$ cat src/hdl/dwc_map.vh
`ifndef DWC_MAP_VH
`define DWC_MAP_VH
// Command encodings on the user port
`define DWC_CMD_READ 3'h0
`define DWC_CMD_EWRITE 3'h1
`define DWC_CMD_RWRITE 3'h2
`define DWC_CMD_RMW 3'h3
`define DWC_CMD_REFRESH 3'h4
// Geometry
`define DWC_ROWS 8'h80
`define DWC_PAGE_LAST 7'h7f
`define DWC_WARMUP 4'h8
// Phase times in ns, converted at 4 ns per clock (least times round up)
`define DWC_CLK_NS 4
`define DWC_T_PRECHARGE_NS 100
`define DWC_T_ROW_TO_COL_NS 40
`define DWC_T_CAS_LOW_NS 120
`define DWC_T_ACCESS_NS 120
`define DWC_T_WRITE_SETUP_NS 20
`define DWC_T_COL_TO_WRITE_NS 80
`define DWC_T_WRITE_PULSE_NS 60
`define DWC_T_MODIFY_NS 40
`define DWC_T_RAS_LOW_MAX_NS 32000
`define DWC_T_REFRESH_MS 2
`define DWC_CYC(ns) (((ns) + `DWC_CLK_NS - 1) / `DWC_CLK_NS)
`define DWC_RAS_MAX_CYC (`DWC_T_RAS_LOW_MAX_NS / `DWC_CLK_NS)
`define DWC_REFRESH_CYC ((`DWC_T_REFRESH_MS * 1000000) / `DWC_CLK_NS)
`endif

$ cat src/hdl/dwc_ctrl.v
`timescale 1ns/100ps
// Summary of operation
// [RULE_01] Three write kinds, chosen only by write-enable fall placement.
// [RULE_02] Write enable before column strobe gives write-only cycle, output floats.
// [RULE_03] Early write: data-in captured at column strobe fall, held stable.
// [RULE_04] Late write enable: cell is read out first, then written.
// [RULE_05] Read-write: data-in latched at write-enable fall, write to cycle end.
// [RULE_06] Read-modify-write adds a modify interval before write enable falls.
// [RULE_07] Page mode covers up to one 128-bit row.
// [RULE_08] Page read: row strobe low, column strobe pulsed up to 127 more times.
// [RULE_09] First page bit valid after the limiting access time.
// [RULE_10] Row strobe never low longer than 32 us.
// [RULE_11] Page early write: data captured each column strobe fall.
// [RULE_12] Page read-write: column-to-write delay, then write pulse width.
// [RULE_13] 128 row cycles, one per row, within every 2 ms.
// [RULE_14] Refresh toggles only the row strobe; column strobe stays high.
// [RULE_15] At least 8 row strobe cycles after power-up before access.
// [RULE_16] Data-in setup and hold around later strobe, and from row strobe.
// [RULE_17] Write enable high while column strobe low in reads.
// [RULE_18] Address stable at row and column strobe falling edges.
// [RULE_19] Refresh scheduled between page bursts to meet both deadlines.
`include "dwc_map.vh"
module dwc_ctrl #(
  parameter REFRESH_CYC = `DWC_REFRESH_CYC,
  parameter RAS_MAX_CYC = `DWC_RAS_MAX_CYC
) (
  input wire mclk_in,
  input wire rst_in,
  input wire req_valid_in,
  input wire [2:0] req_cmd_in,
  input wire [6:0] req_row_in,
  input wire [6:0] req_col_in,
  input wire req_wdata_in,
  input wire req_last_in,
  output wire req_ready_out,
  output reg rdata_valid_out,
  output reg rdata_out,
  output reg mod_valid_out,
  output reg mod_data_out,
  input wire mod_data_in,
  output reg init_done_out,
  output reg row_strobe_n_out,
  output reg col_strobe_n_out,
  output reg write_n_out,
  output reg [6:0] addr_out,
  output reg din_out,
  input wire dout_in
);
  localparam integer P_PRE = `DWC_CYC(`DWC_T_PRECHARGE_NS);
  localparam integer P_RCD = `DWC_CYC(`DWC_T_ROW_TO_COL_NS);
  localparam integer P_CAS = `DWC_CYC(`DWC_T_CAS_LOW_NS);
  localparam integer P_ACC = `DWC_CYC(`DWC_T_ACCESS_NS);
  localparam integer P_WS = `DWC_CYC(`DWC_T_WRITE_SETUP_NS);
  localparam integer P_CWD = `DWC_CYC(`DWC_T_COL_TO_WRITE_NS);
  localparam integer P_WP = `DWC_CYC(`DWC_T_WRITE_PULSE_NS);
  localparam integer P_MOD = `DWC_CYC(`DWC_T_MODIFY_NS);
  localparam [7:0] C_PRE = P_PRE[7:0];
  localparam [7:0] C_RCD = P_RCD[7:0];
  localparam [7:0] C_CAS = P_CAS[7:0];
  localparam [7:0] C_ACC = P_ACC[7:0];
  localparam [7:0] C_WS = P_WS[7:0];
  localparam [7:0] C_CWD = P_CWD[7:0];
  localparam [7:0] C_WP = P_WP[7:0];
  localparam [7:0] C_MOD = P_MOD[7:0];
  // Margin left so a page burst ends with one full column cycle to spare
  localparam [15:0] C_PAGE_GUARD = 16'h0040;
  localparam [3:0] S_PRE = 4'h0;
  localparam [3:0] S_IDLE = 4'h1;
  localparam [3:0] S_RAS = 4'h2;
  localparam [3:0] S_WSET = 4'h3;
  localparam [3:0] S_CAS = 4'h4;
  localparam [3:0] S_WAITWE = 4'h5;
  localparam [3:0] S_MOD = 4'h6;
  localparam [3:0] S_WE = 4'h7;
  localparam [3:0] S_CASUP = 4'h8;
  localparam [3:0] S_NEXT = 4'h9;
  localparam [3:0] S_REF = 4'ha;
  localparam [3:0] S_ROWSET = 4'hb;

  reg [3:0] state_r;
  reg [7:0] tmr_r;
  reg [2:0] cmd_r;
  reg [3:0] warm_r;
  reg [6:0] ref_row_r;
  reg [31:0] ref_cnt_r;
  reg ref_due_r;
  reg [15:0] ras_cnt_r;
  reg [7:0] page_cnt_r;
  reg last_r;
  reg wdata_r;
  reg [6:0] col_r;
  reg auto_ref_r;

  wire is_write = (cmd_r == `DWC_CMD_EWRITE) || (cmd_r == `DWC_CMD_RWRITE) ||
                  (cmd_r == `DWC_CMD_RMW);
  wire late_write = (cmd_r == `DWC_CMD_RWRITE) || (cmd_r == `DWC_CMD_RMW);
  wire tmr_done = (tmr_r == 8'h00);
  wire ras_guard = (ras_cnt_r + C_PAGE_GUARD >= RAS_MAX_CYC[15:0]); // RULE_10
  // Ends a burst before the row strobe limit or page length is reached
  wire page_stop = last_r || (page_cnt_r == {1'b0, `DWC_PAGE_LAST}) || ref_due_r ||
                   ras_guard; // RULE_10 RULE_19
  wire in_burst = (state_r == S_NEXT);

  // Guard drops ready, otherwise a request offered as the row closes would be lost
  assign req_ready_out = init_done_out && !ref_due_r &&
                         ((state_r == S_IDLE) || (in_burst && !ras_guard));

  // ==========================================================
  // Refresh timer
  always @(posedge mclk_in or posedge rst_in) begin
    if (rst_in) begin
      ref_cnt_r <= 32'h00000000;
      ref_due_r <= 1'b0;
    end else begin
      // Spread 128 row cycles evenly across the 2 ms window
      if (ref_cnt_r >= (REFRESH_CYC / 128) - 1) begin // RULE_13
        ref_cnt_r <= 32'h00000000;
        ref_due_r <= 1'b1;
      end else begin
        ref_cnt_r <= ref_cnt_r + 32'h00000001;
        if (state_r == S_REF && tmr_done && auto_ref_r)
          ref_due_r <= 1'b0;
      end
    end
  end

  // ==========================================================
  // Strobe sequencer
  always @(posedge mclk_in or posedge rst_in) begin
    if (rst_in) begin
      state_r <= S_PRE;
      tmr_r <= 8'h00;
      cmd_r <= 3'h0;
      warm_r <= 4'h0;
      ref_row_r <= 7'h00;
      ras_cnt_r <= 16'h0000;
      page_cnt_r <= 8'h00;
      last_r <= 1'b0;
      wdata_r <= 1'b0;
      col_r <= 7'h00;
      auto_ref_r <= 1'b0;
      init_done_out <= 1'b0;
      row_strobe_n_out <= 1'b1;
      col_strobe_n_out <= 1'b1;
      write_n_out <= 1'b1;
      addr_out <= 7'h00;
      din_out <= 1'b0;
      rdata_valid_out <= 1'b0;
      rdata_out <= 1'b0;
      mod_valid_out <= 1'b0;
      mod_data_out <= 1'b0;
    end else begin
      rdata_valid_out <= 1'b0;
      mod_valid_out <= 1'b0;
      if (!tmr_done)
        tmr_r <= tmr_r - 8'h01;
      if (!row_strobe_n_out)
        ras_cnt_r <= ras_cnt_r + 16'h0001;
      else
        ras_cnt_r <= 16'h0000;
      case (state_r)
        S_PRE: begin
          if (tmr_done)
            state_r <= S_IDLE;
        end
        S_IDLE: begin
          if (!init_done_out || ref_due_r) begin
            // Warm-up and refresh both use strobe-only row cycles
            addr_out <= ref_row_r; // RULE_18
            cmd_r <= `DWC_CMD_REFRESH;
            auto_ref_r <= 1'b1;
            state_r <= S_ROWSET;
          end else if (req_valid_in) begin
            cmd_r <= req_cmd_in;
            col_r <= req_col_in;
            wdata_r <= req_wdata_in;
            last_r <= req_last_in;
            page_cnt_r <= 8'h00;
            auto_ref_r <= 1'b0;
            addr_out <= req_row_in; // RULE_18
            state_r <= S_ROWSET;
          end
        end
        S_ROWSET: begin
          // Row address gets a full cycle of setup before the row strobe falls
          row_strobe_n_out <= 1'b0; // RULE_18
          if (cmd_r == `DWC_CMD_REFRESH) begin
            tmr_r <= C_CAS; // RULE_14 RULE_15
            state_r <= S_REF;
          end else begin
            tmr_r <= C_RCD;
            state_r <= S_RAS;
          end
        end
        S_REF: begin
          if (tmr_done) begin
            row_strobe_n_out <= 1'b1;
            // A commanded refresh of a chosen row must not advance the rotating row
            if (auto_ref_r)
              ref_row_r <= ref_row_r + 7'h01; // RULE_13
            if (!init_done_out) begin
              warm_r <= warm_r + 4'h1;
              if (warm_r == `DWC_WARMUP - 4'h1)
                init_done_out <= 1'b1; // RULE_15
            end
            tmr_r <= C_PRE;
            state_r <= S_PRE;
          end
        end
        S_RAS: begin
          if (tmr_done) begin
            addr_out <= col_r; // RULE_18
            din_out <= wdata_r;
            if (cmd_r == `DWC_CMD_EWRITE)
              write_n_out <= 1'b0; // RULE_02
            tmr_r <= C_WS;
            state_r <= S_WSET;
          end
        end
        S_WSET: begin
          // Address, data and write enable settle before the column strobe falls
          if (tmr_done) begin
            col_strobe_n_out <= 1'b0; // RULE_01 RULE_03 RULE_11
            if (late_write) begin
              tmr_r <= C_CWD;
              state_r <= S_WAITWE;
            end else begin
              tmr_r <= is_write ? C_CAS : C_ACC;
              state_r <= S_CAS;
            end
          end
        end
        S_CAS: begin
          if (tmr_done) begin
            if (!is_write) begin
              rdata_valid_out <= 1'b1; // RULE_09 RULE_17
              rdata_out <= dout_in;
            end
            col_strobe_n_out <= 1'b1;
            write_n_out <= 1'b1;
            tmr_r <= C_WS;
            state_r <= S_CASUP;
          end
        end
        S_WAITWE: begin
          if (tmr_done) begin
            // Read data is out before write enable falls
            rdata_valid_out <= 1'b1; // RULE_04
            rdata_out <= dout_in;
            if (cmd_r == `DWC_CMD_RMW) begin
              mod_valid_out <= 1'b1; // RULE_06
              mod_data_out <= dout_in;
              tmr_r <= C_MOD;
              state_r <= S_MOD;
            end else begin
              write_n_out <= 1'b0; // RULE_05 RULE_12
              tmr_r <= C_WP;
              state_r <= S_WE;
            end
          end
        end
        S_MOD: begin
          if (tmr_r == C_WS)
            din_out <= mod_data_in; // RULE_16
          if (tmr_done) begin
            write_n_out <= 1'b0; // RULE_05
            tmr_r <= C_WP;
            state_r <= S_WE;
          end
        end
        S_WE: begin
          // Strobes rise together so data hold covers both edges
          if (tmr_done) begin
            col_strobe_n_out <= 1'b1; // RULE_16
            write_n_out <= 1'b1;
            tmr_r <= C_WS;
            state_r <= S_CASUP;
          end
        end
        S_CASUP: begin
          if (tmr_done) begin
            page_cnt_r <= page_cnt_r + 8'h01;
            if (page_stop) begin
              row_strobe_n_out <= 1'b1; // RULE_10
              tmr_r <= C_PRE;
              state_r <= S_PRE;
            end else
              state_r <= S_NEXT; // RULE_07 RULE_08
          end
        end
        S_NEXT: begin
          if (ref_due_r || ras_guard) begin
            row_strobe_n_out <= 1'b1; // RULE_19
            tmr_r <= C_PRE;
            state_r <= S_PRE;
          end else if (req_valid_in) begin
            col_r <= req_col_in;
            wdata_r <= req_wdata_in;
            last_r <= req_last_in;
            tmr_r <= 8'h00;
            state_r <= S_RAS;
          end
        end
        default: state_r <= S_PRE;
      endcase
    end
  end
endmodule // dwc_ctrl

$ cat config.mk
export PLATFORM = sky130hd
export DESIGN_NAME = dwc_ctrl
export DESIGN_NICKNAME = d
export VERILOG_FILES = /design/src/hdl/dwc_ctrl.v
export VERILOG_INCLUDE_DIRS = /design/src /design/src/hdl
export SDC_FILE = /design/constraint.sdc
export NUM_CORES = 1
export LEC_CHECK = 0
export ABC_AREA = 0
export BUFFER_PORTS_ARGS = -buffer_cell sky130_fd_sc_hd__buf_4
export CORE_ASPECT_RATIO = 1.75
export CORE_UTILIZATION = 55
export DETAILED_ROUTE_END_ITERATION = 16
export PLACE_DENSITY = 0.79
export SYNTH_ARGS = -nofsm -noshare
export SYNTH_HDL_FRONTEND = slang
export SYNTH_SLANG_ARGS = --single-unit
$ cat constraint.sdc
create_clock -name mclk_in -period 3.27 [get_ports mclk_in]
set_input_delay 0.1635 -clock mclk_in [delete_from_list [all_inputs] [get_ports mclk_in]]
set_output_delay 0.1635 -clock mclk_in [all_outputs]
set_load 0.005 [all_outputs]
## After elaboration in Yosys (flattened, before gate mapping)

Index checks and enable logic that the tools add are counted.

| word-level totals | value |
|---|---|
| bits in registers | 109 |
| output and inout bits | 17 |

| operators by class | value |
|---|---|
| $add $sub $neg | 7 |
| equal/unequal tests | 38 |
| multiplexer cells | 87 |
| bitwise logic cells | 1 |
| magnitude comparators | 2 |
| reductions and logical operators | 45 |

Operators by type and width:

| kind | count |
|---|---|
| 8-bit 2-to-1 mux | 13 |
| 8-bit one-hot mux with 8 select lines | 1 |
| 4-bit 2-to-1 mux | 15 |
| 4-bit one-hot mux with 11 select lines | 1 |
| 7-bit 2-to-1 mux | 6 |
| 1-bit 2-to-1 mux | 34 |
| 32-bit by 1-bit adder with 32-bit output, second input constant | 1 |
| 32-bit by 12-bit >= comparator with 1-bit output, second input constant | 1 |
| 32-bit 2-to-1 mux | 1 |
| 2-bit != test, second input constant | 16 |
| 7-bit one-hot mux with 2 select lines | 2 |
| 3-bit AND reduction | 7 |
| 4-bit by 3-bit == test with 1-bit output, second input constant | 5 |
| 16-bit by 1-bit adder with 16-bit output, second input constant | 1 |
| 16-bit by 7-bit adder with 16-bit output, second input constant | 1 |
| 4-bit == test, second input constant | 4 |
| 16-bit by 13-bit >= comparator with 1-bit output, second input constant | 1 |
| 16-bit 2-to-1 mux | 1 |
| 8-bit one-hot mux with 2 select lines | 1 |
| 2-bit nonzero test | 8 |
| 1-bit one-hot mux with 2 select lines | 6 |
| 10-bit AND reduction | 1 |
| 1-bit logical OR | 9 |
| 3-bit 2-to-1 mux | 3 |
| other kinds (27) | 41 |

## Longest topological paths before layout

Gate-level depths: netlist of the first run.

| logic depth | value |
|---|---|
| depth after elaboration | 7 |
| gate-level depth with buffers | 13 |
| depth with buffers taken out | 11 |

## Worst setup path before layout of the first run

OpenSTA, ideal clock, no wires.

| timing path | value |
|---|---|
| path type | reg2reg |
| start point | register tmr_r[0] |
| end point | register tmr_r[0] |
| path slack | 809 ps |
| path buffers | 2 |
| period minus slack after synthesis | 2461 ps |
| cell stages (with the launch flop) | 14 |
| setup time | 138 ps |
| arrival time | 2323 ps |
| required time | 3132 ps |
| cell sequence | dfrtp_1 inv_1 ha_1 nor3b_1 and2_1 buf_2 inv_1 clkbuf_1 ha_1 a21oi_1 o221ai_1 a21oi_1 o21ai_0 o2bb2ai_1 |

| on the way | value |
|---|---|
| cells in the longest elaborated chain, start to end | 5 |

Ends and longest elaborated chain:

| item | RTL line | RTL |
|---|---|---|
| start, declared | dwc_ctrl.v:81 | `reg [7:0] tmr_r;` |
| start signal, assigned | dwc_ctrl.v:156 | `tmr_r <= tmr_r - 8'h01;` |
| start signal, assigned | dwc_ctrl.v:228 | `tmr_r <= is_write ? C_CAS : C_ACC;` |
| 8-bit by 1-bit subtractor with 8-bit output / 8-bit logical NOT (equally long branches) | dwc_ctrl.v:156, dwc_ctrl.v:97 |  |
| 8-bit 2-to-1 mux | dwc_ctrl.v:155 | `if (!tmr_done)` |
| 8-bit 2-to-1 mux (on tied branches) | dwc_ctrl.v:296, dwc_ctrl.v:283 |  |
| 8-bit 2-to-1 mux (on tied branches) | dwc_ctrl.v:292, dwc_ctrl.v:281 |  |
| 8-bit one-hot mux with 8 select lines * | dwc_ctrl.v:161 | `case (state_r)` |

Mark *: on every way between the ends. The rest lies on a longest branch, timed or not.
A chain may end at the register's enable or synchronous reset.

## Worst setup path in the final report of the first run

Ends and elaborated chain as after synthesis.

==> parameters.txt, run 1 <==
Parameter                              Value

Power
  Cell area power density ... a little under 700 nW/um^2
  IR drop worst, VDD ... about 0.00042 V
  Leakage power ... 2.68 nW

Layout
  Proportion of layout cells with a drive suffix above 1 ... 15.9%
  N_diodes ... 0
  Area growth syn-to-layout ... 15.4%
  Final #Nets ... between 600 and 700
  Final design utilization ... ~65%
  Most common library cell in the layout ignoring fill and taps ... sky130_fd_sc_hd__dfrtp_1
  Commonest cells after routing, fill and taps aside ... sky130_fd_sc_hd__dfrtp_1 (106), sky130_fd_sc_hd__nor2_1 (60), sky130_fd_sc_hd__nand2_1 (49), sky130_fd_sc_hd__buf_4 (47), sky130_fd_sc_hd__a21oi_1 (35)

Synthesis
  Share of flip-flops with an asynchronous set or reset after synthesis ... 100%
  Mux contribution to synthesized area ... 3.15%
  Post-synth EDFFs ... 0
  Complex-gate fraction of the synthesized area ... a little over an eighth
  Synthesized cell area ... 5360 sq um
  Post-synthesis sequential element count ... about 110
  Share of the synthesized netlist area taken by xor and xnor gates ... 6.37%
  Library cell occupying the most area in the post-synthesis netlist ... sky130_fd_sc_hd__dfrtp_1
  Main combinational cell family by area after synthesis ... simple AND/OR/NAND/NOR gates
  Post-synthesis average cell area ... 9.88 sq um
  Simple-gate share of the synthesized area ... 20.0%
  Synth top area share ... 49.5%
  Dominant cells by area after synthesis ... sky130_fd_sc_hd__dfrtp_1 (49%), sky130_fd_sc_hd__nor2_1 (4.2%), sky130_fd_sc_hd__nand2_1 (3.4%), sky130_fd_sc_hd__a21oi_1 (3.3%), sky130_fd_sc_hd__xor2_1 (3.3%)
  Number of distinct standard cells referenced by the synthesized netlist ... ~60
  Post-synthesis adder-cell area fraction ... 2.80%
  Fraction of the yosys area taken by sequential cells ... between 50% and 60%
  Number of instances in the synthesized netlist ... 543
  Total of warnings raised by yosys ... 0
  Main flop type after synthesis ... sky130_fd_sc_hd__dfrtp_1

Timing
  Maximum clock skew at final layout ... 0.00689 ns
  Max frequency ... ~370 MHz
  Relative max-transition margin ... 33.2%
  Hold Violations, Final ... 0
  Final setup vio count ... 0
  Crit share post-route ... 82.9%
  Pin slew with the least headroom to its limit ... 1.00 ns
  Setup repair after global routing missed its margin ... no
  Minimum period implied by the final worst setup slack ... approximately 2.7 ns
  Final Max Tran Viols ... 0
  Total negative slack ... 0 ns

Critical path
  Kind of end point of the critical path ... register
  Worst EP required ... about 3.5 ns
  CP Max Fanout ... 17
  Arrival time worst endpoint ... 2.91 ns
  Startpoint type of the worst setup path ... register
  Critical path class ... register to register
  Number of cells traversed by the worst register-to-register path ... 11
  Minimum setup slack among reg-to-reg paths ... 0.56 ns

Clocking
  Maximum root-to-sink buffer count ... 2
  Number of sinks handled by clock tree synthesis ... approximately 110
  Clock-pin slew on the worst setup and hold paths ... 0.07 ns
  Number of levels in the clock H-tree ... 3
  Clk root buf ... sky130_fd_sc_hd__clkbuf_16
  Clock insertion delay at the later pin of the skew report ... around 0.35 ns
  TritonCTS clock tree ... done
  # resized after CTS ... 0
  CTS buffer count ... 9

Detailed routing
  Avg Vias per Cell ... between 5 and 6
  Post-route ant nets ... 0
  Vias after detailed routing ... around 4300
  Iteration-0 DRC Markers ... 266
  Iteration count of the initial detailed-routing pass ... 5
  DR DRC count ... 0
  Routed length per placed instance ... approximately 16 um
  Routed Wire Length ... 11.9 mm

Placed design
  Detailed placer's ending HPWL ... 8.42 mm
  Number of input and output port buffers inserted ... 40
  Placer congestion estimate ... 0.980

Floorplanning
  DIE AREA ... 10200 sq um
  Initial core utilization ... 56.7%
  Y dimension of the die ... 133 um
  Rows ... 47
  Area inside the core boundary ... around 9500 sq um
  Number of I/O pins ... 41
  Die W ... around 77 um

Worst hold path
  Worst hold-check path type ... input port to register
  Hold Path Cell Cnt ... 2

Global routing
  Grt ovf ... 0
  Vias in the first global route ... 4221
  Antenna violations before repair ... 0
  Total GRT Usage ... 24.6%
  Wire length of the first global-routing pass ... 19.6 mm
  Largest net degree at the start of global routing ... 61

Status
  Outcome ... complete, no violations

Job
  MaxCap Viol Count ... 0
==> layout make-up <==
cell class                 count  area [sq um]
clock buffer                   9           225
multi-input combinational    412          2550
sequential                   109          2730
clock inverter                 6          82.6
inverter                      18          70.1
fill                         769          3280
timing repair buffer          49           383
tap                          122           153
==> cell usage after synthesis (2+ instances only) <==
| library cell | instances |
|---|---|
| sky130_fd_sc_hd__dfrtp_1 | 106 |
| sky130_fd_sc_hd__a22o_1 | 4 |
| sky130_fd_sc_hd__or4_1 | 2 |
| sky130_fd_sc_hd__nand3_2 | 2 |
| sky130_fd_sc_hd__o21ai_0 | 30 |
| sky130_fd_sc_hd__o32ai_1 | 2 |
| sky130_fd_sc_hd__a22oi_1 | 3 |
| sky130_fd_sc_hd__a21oi_1 | 35 |
| sky130_fd_sc_hd__or2_2 | 3 |
| sky130_fd_sc_hd__nand3_1 | 28 |
| sky130_fd_sc_hd__dfstp_2 | 3 |
| sky130_fd_sc_hd__inv_1 | 18 |
| sky130_fd_sc_hd__clkbuf_1 | 20 |
| sky130_fd_sc_hd__o21a_1 | 7 |
| sky130_fd_sc_hd__o22ai_1 | 2 |
| sky130_fd_sc_hd__a31oi_1 | 4 |
| sky130_fd_sc_hd__o2111ai_1 | 5 |
| sky130_fd_sc_hd__mux2_2 | 15 |
| sky130_fd_sc_hd__a41oi_1 | 2 |
| sky130_fd_sc_hd__o311ai_0 | 3 |
| sky130_fd_sc_hd__nor4_1 | 10 |
| sky130_fd_sc_hd__or3_1 | 5 |
| sky130_fd_sc_hd__nor3b_1 | 2 |
| sky130_fd_sc_hd__nand4_1 | 8 |
| sky130_fd_sc_hd__xor2_1 | 20 |
| sky130_fd_sc_hd__xnor2_1 | 19 |
| sky130_fd_sc_hd__o311a_1 | 2 |
| sky130_fd_sc_hd__nor2b_1 | 8 |
| sky130_fd_sc_hd__nor3_1 | 7 |
| sky130_fd_sc_hd__nor4_4 | 2 |
| sky130_fd_sc_hd__nor4_2 | 2 |
| sky130_fd_sc_hd__nor2_1 | 60 |
| sky130_fd_sc_hd__and2_1 | 2 |
| sky130_fd_sc_hd__and3_1 | 7 |
| sky130_fd_sc_hd__o221ai_1 | 2 |
| sky130_fd_sc_hd__nand2_1 | 49 |
| sky130_fd_sc_hd__nand2b_1 | 9 |
| sky130_fd_sc_hd__ha_1 | 12 |
==> routing by layer <==
| metal | part of all wire (%) | up-vias | wire [um] | global-route usage, % |
|---|---|---|---|---|
| met5 | 0 | - | 0 | 0 |
| met4 | 5.1 | 0 | 611 | 15.3 |
| met3 | 3.9 | 52 | 467 | 3.93 |
| met2 | 52 | 141 | 6180 | 42.4 |
| met1 | 39 | 2096 | 4650 | 28.3 |
| li1 | - | 2005 | - | - |
==> worst paths after layout <==
| kind | startpoint | to |
|---|---|---|
| max in group asynchronous | rst_in | row_strobe_n_out |
| worst max-delay path | tmr_r[0] | tmr_r[0] |
| worst max register to register | tmr_r[0] | tmr_r[0] |
| worst min-delay path | req_cmd_in[0] | cmd_r[0] |
| worst min register to register | addr_out[6] | addr_out[6] |
| min in group asynchronous | rst_in | ref_cnt_r[26] |
==> state kept, by name, summed over array words and instances, names as in the netlist <==
name	count
addr_out	7
auto_ref_r	1
cmd_r	3
col_r	7
col_strobe_n_out	1
din_out	1
init_done_out	1
last_r	1
mod_data_out	1
mod_valid_out	1
page_cnt_r	8
ras_cnt_r	16
rdata_out	1
rdata_valid_out	1
ref_cnt_r	32
ref_due_r	1
ref_row_r	7
row_strobe_n_out	1
state_r	4
tmr_r	8
warm_r	4
wdata_r	1
write_n_out	1
==> report_power, final <==
group | leakage, nW | switching, mW | internal (mW)
registers | 1.41 | 0.229 | 1.54
clock network | 0.147 | 0.513 | 0.606
logic | 1.12 | 0.860 | 0.566
==> per-stage QoR <==
stage | hold slack, ns | instances | setup slack, ns | total power [mW] | instance area, sq um
final | 0.0386 | 725 | 0.558 | 4.31 | 6190
after detailed placement | 0.296 | 709 | 0.648 | 3.18 | 5870
after global routing | 0.0389 | 725 | 0.417 | 4.53 | 6190
after floorplan | 0.303 | 562 | 0.238 | 2.74 | 5440
after global placement | 0.279 | 709 | 0.810 | 3.12 | 5870
after CTS | 0.0321 | 725 | 0.644 | 4.30 | 6190
==> cells by family after synthesis <==
group,Yosys count
buffers and inverters,41
AO/OA/AOI/OAI,114
multiplexers,15
flip-flops,109
XOR/XNOR,39
AND/OR/NAND/NOR,212
adder cells (fa/ha/maj),12
other,1
==> repair_timing <==
item | in CTS | in global routing
hold buffers | 1 | 0
endpoints found under the hold margin | 47 | 0
buffers inserted | 0 | 0
==> critical path, cell delays in order (launching register included) <==
cell and delay (ns):
sky130_fd_sc_hd__dfrtp_1 0.44, sky130_fd_sc_hd__inv_1 0.11, sky130_fd_sc_hd__ha_1 0.20, sky130_fd_sc_hd__nor3b_1 0.34
sky130_fd_sc_hd__and2_1 0.21, sky130_fd_sc_hd__inv_1 0.26, sky130_fd_sc_hd__ha_1 0.29, sky130_fd_sc_hd__a21oi_1 0.15
sky130_fd_sc_hd__o221ai_1 0.15, sky130_fd_sc_hd__a21oi_1 0.16, sky130_fd_sc_hd__o21ai_0 0.09, sky130_fd_sc_hd__o2bb2ai_1 0.14
Note: power is estimated with default switching activity, not from simulation.
==> run 2, diff against run 1 <==
CORE_UTILIZATION = 54   (was 55)
PLACE_DENSITY = 0.81   (was 0.79)
clock period = 2.3 ns   (was 3.27 ns; I/O delays follow)
==> parameters.txt, run 2 (same netlist as run 1, synthesis figures left out) <==
Parameter                              Value

Status
  Outcome ... complete, no violations

Floorplanning
  Die W ... 77.3 um (+0.90%)
  Initial core utilization ... 56.3% (-0.35 points)
  Number of I/O pins ... 41 (unchanged)
  Area inside the core boundary ... 9530 sq um (+0.62%)
  Rows ... 47 (unchanged)
  DIE AREA ... 10400 sq um (+1.8%)
  Y dimension of the die ... 134 um (+0.91%)

Timing
  Hold Violations, Final ... 0 (unchanged)
  Minimum period implied by the final worst setup slack ... 2.21 ns (-0.497 ns)
  Minimum setup slack in the final design ... 0.0855 ns (-0.473 ns)
  Final Max Tran Viols ... 0 (unchanged)
  Maximum clock skew at final layout ... 0.00755 ns (+0.000659 ns)
  Max frequency ... 452 MHz (+22%)
  Fin Hold WS ... 0.0391 ns (+0.000440 ns)
  Relative max-transition margin ... 58.0% (+25 points)
  Pin slew with the least headroom to its limit ... 0.629 ns (-0.372 ns)
  Crit share post-route ... 96.3% (+13 points)
  Total negative slack ... 0 ns (unchanged)
  Final setup vio count ... 0 (unchanged)

Detailed routing
  Iteration-0 DRC Markers ... 239 (-10%)
  Avg Vias per Cell ... 5.79 (-2.2%)
  Vias after detailed routing ... 4392 (+2.3%)
  DR DRC count ... 0 (unchanged)
  Routed Wire Length ... 12.8 mm (+7.2%)
  Post-route ant nets ... 0 (unchanged)
  Routed length per placed instance ... 16.8 um (+2.5%)
  Iteration count of the initial detailed-routing pass ... 5 (unchanged)

Critical path
  Startpoint type of the worst setup path ... register
  Arrival time worst endpoint ... 2.45 ns (-0.46 ns)
  Number of cells traversed by the worst register-to-register path ... 7 (-4)
  Critical path class ... register to register
  Critical path, cell by cell ... nand3_2 > nor4_2 > or2_2 > a21oi_1 > nor4_4 > buf_4 > mux2_2
  CP Max Fanout ... 9 (-8)
  Worst path buffer plus inverter count ... 1 (-1)
  Critical Path Slowest Stage Cell ... sky130_fd_sc_hd__dfrtp_1
  Crit path depth ... 7 (-4)
  Worst path max stage delay ... 0.42 ns (-0.02 ns)
  Cell class contributing the biggest share of worst-path delay ... simple AND/OR/NAND/NOR gates
  Worst EP required ... 2.53 ns (-0.94 ns)
  Kind of end point of the critical path ... register

Clocking
  Number of levels in the clock H-tree ... 3 (unchanged)
  Maximum root-to-sink buffer count ... 2 (unchanged)
  CTS buffer count ... 9 (unchanged)
  TritonCTS clock tree ... done
  Number of sinks handled by clock tree synthesis ... 109 (unchanged)
  Clk root buf ... sky130_fd_sc_hd__clkbuf_16
  Clock insertion delay at the later pin of the skew report ... 0.35 ns (about the same)
  Clock-pin slew on the worst setup and hold paths ... 0.08 ns (about the same)

Layout
  Number of fillers in the final layout ... 734 (-4.6%)
  Post-layout instance count excluding filler cells ... 758 (+4.6%)
  Largest registers ... ref_cnt_r: 32 flops, ras_cnt_r: 16 flops
  Largest Register ... ref_cnt_r
  Area of all sequential standard cells ... 2730 sq um (unchanged)
  Multi-input logic area ... 2590 sq um (+1.6%)
  N_diodes ... 0 (unchanged)
  Proportion of layout cells with a drive suffix above 1 ... 19.7% (+3.7 points)
  Commonest cells after routing, fill and taps aside ... sky130_fd_sc_hd__dfrtp_1 (106), sky130_fd_sc_hd__buf_4 (66), sky130_fd_sc_hd__nor2_1 (59), sky130_fd_sc_hd__nand2_1 (49), sky130_fd_sc_hd__a21oi_1 (35)
  Largest register FFs ... 32 (unchanged)
  Most common library cell in the layout ignoring fill and taps ... sky130_fd_sc_hd__dfrtp_1
  Final #Nets ... 667 (+5.0%)
  Area growth syn-to-layout ... 21.6%

Placed design
  Placer congestion estimate ... 0.916 (-6.5%)
  Post-Place Cells ... 728 (+2.7%)
  Detailed placer's ending HPWL ... 9.12 mm (+8.3%)
  Worst slack after detailed placement ... 0.103 ns (-0.544 ns)
  Number of input and output port buffers inserted ... 40 (unchanged)

Global routing
  Total GRT Usage ... 26.2% (+1.7 points)
  Grt ovf ... 0 (unchanged)
  Vias in the first global route ... 4458 (+5.6%)
  Largest net degree at the start of global routing ... 62 (+1.6%)
  Antenna violations before repair ... 0 (unchanged)
  Wire length of the first global-routing pass ... 21.0 mm (+7.3%)

Power
  IR drop worst, VDD ... 0.000651 V (+53%)
  Leakage power ... 2.84 nW (+6.0%)
  Cell area power density ... 980 nW/um^2 (+41%)
  Sum of internal, switching and leakage power ... 6.39 mW (+48%)

Worst hold path
  Worst hold-check path type ... input port to register
  Hold Path Cell Cnt ... 3 (+1)

Job
  MaxCap Viol Count ... 0 (unchanged)
run 2: area by class of cell:
class                      instances  share of cell area [%]
clock inverter                     7                    1.48
timing repair buffer              81                    10.1
tap                              122                    2.34
sequential                       109                    41.9
inverter                          18                    1.13
clock buffer                       9                    3.45
multi-input combinational        412                    39.7
run 2: per-layer routing:
| metal | GRT usage, % | part of all wire (%) | up-vias |
|---|---|---|---|
| met5 | 0 | 0 | - |
| met4 | 11.7 | 4.1 | 0 |
| met3 | 5.58 | 3.8 | 35 |
| met2 | 46.7 | 53 | 124 |
| met1 | 29.9 | 39 | 2157 |
| li1 | - | - | 2076 |
run 2: tightest hold or removal path: cells and delay by family:
kind / cells / cell delay (ns)
buf+inv: 2 / 0.16
compound gates: 1 / 0.07
run 2: repair_timing:
action,CTS,global route
gates resized for setup,1,7
setup buffers,0,1
endpoints found under the hold margin,40,0
endpoints found under the setup margin,1,13
hold buffers,13,0
run 2: path summary, 6_finish.rpt:
path                                     from     endpoint  slack [ns]
worst max-delay path             ras_cnt_r[8]      wdata_r        0.09
worst min-delay path            req_cmd_in[2]     cmd_r[2]        0.04
worst max register to register   ras_cnt_r[8]      wdata_r        0.09
worst min register to register      warm_r[3]    warm_r[3]        0.48
max in group asynchronous              rst_in  write_n_out        1.13
min in group asynchronous              rst_in  addr_out[3]        0.41
run 2: where the power goes:
part / total, mW / leakage [nW] / switching (mW) / internal [mW]
Sequential: 2.47 / 1.41 / 0.282 / 2.19
Clock: 1.63 / 0.152 / 0.760 / 0.873
Combinational: 2.29 / 1.28 / 1.31 / 0.973
run 2: through the flow:
step	util, %	cell area, sq um
6_report	68.5	6520
5_1_grt	68.5	6520
4_1_cts	68.1	6490
3_5_place_dp	63.3	6030
3_3_place_gp	63.3	6030
2_1_floorplan	-	5450
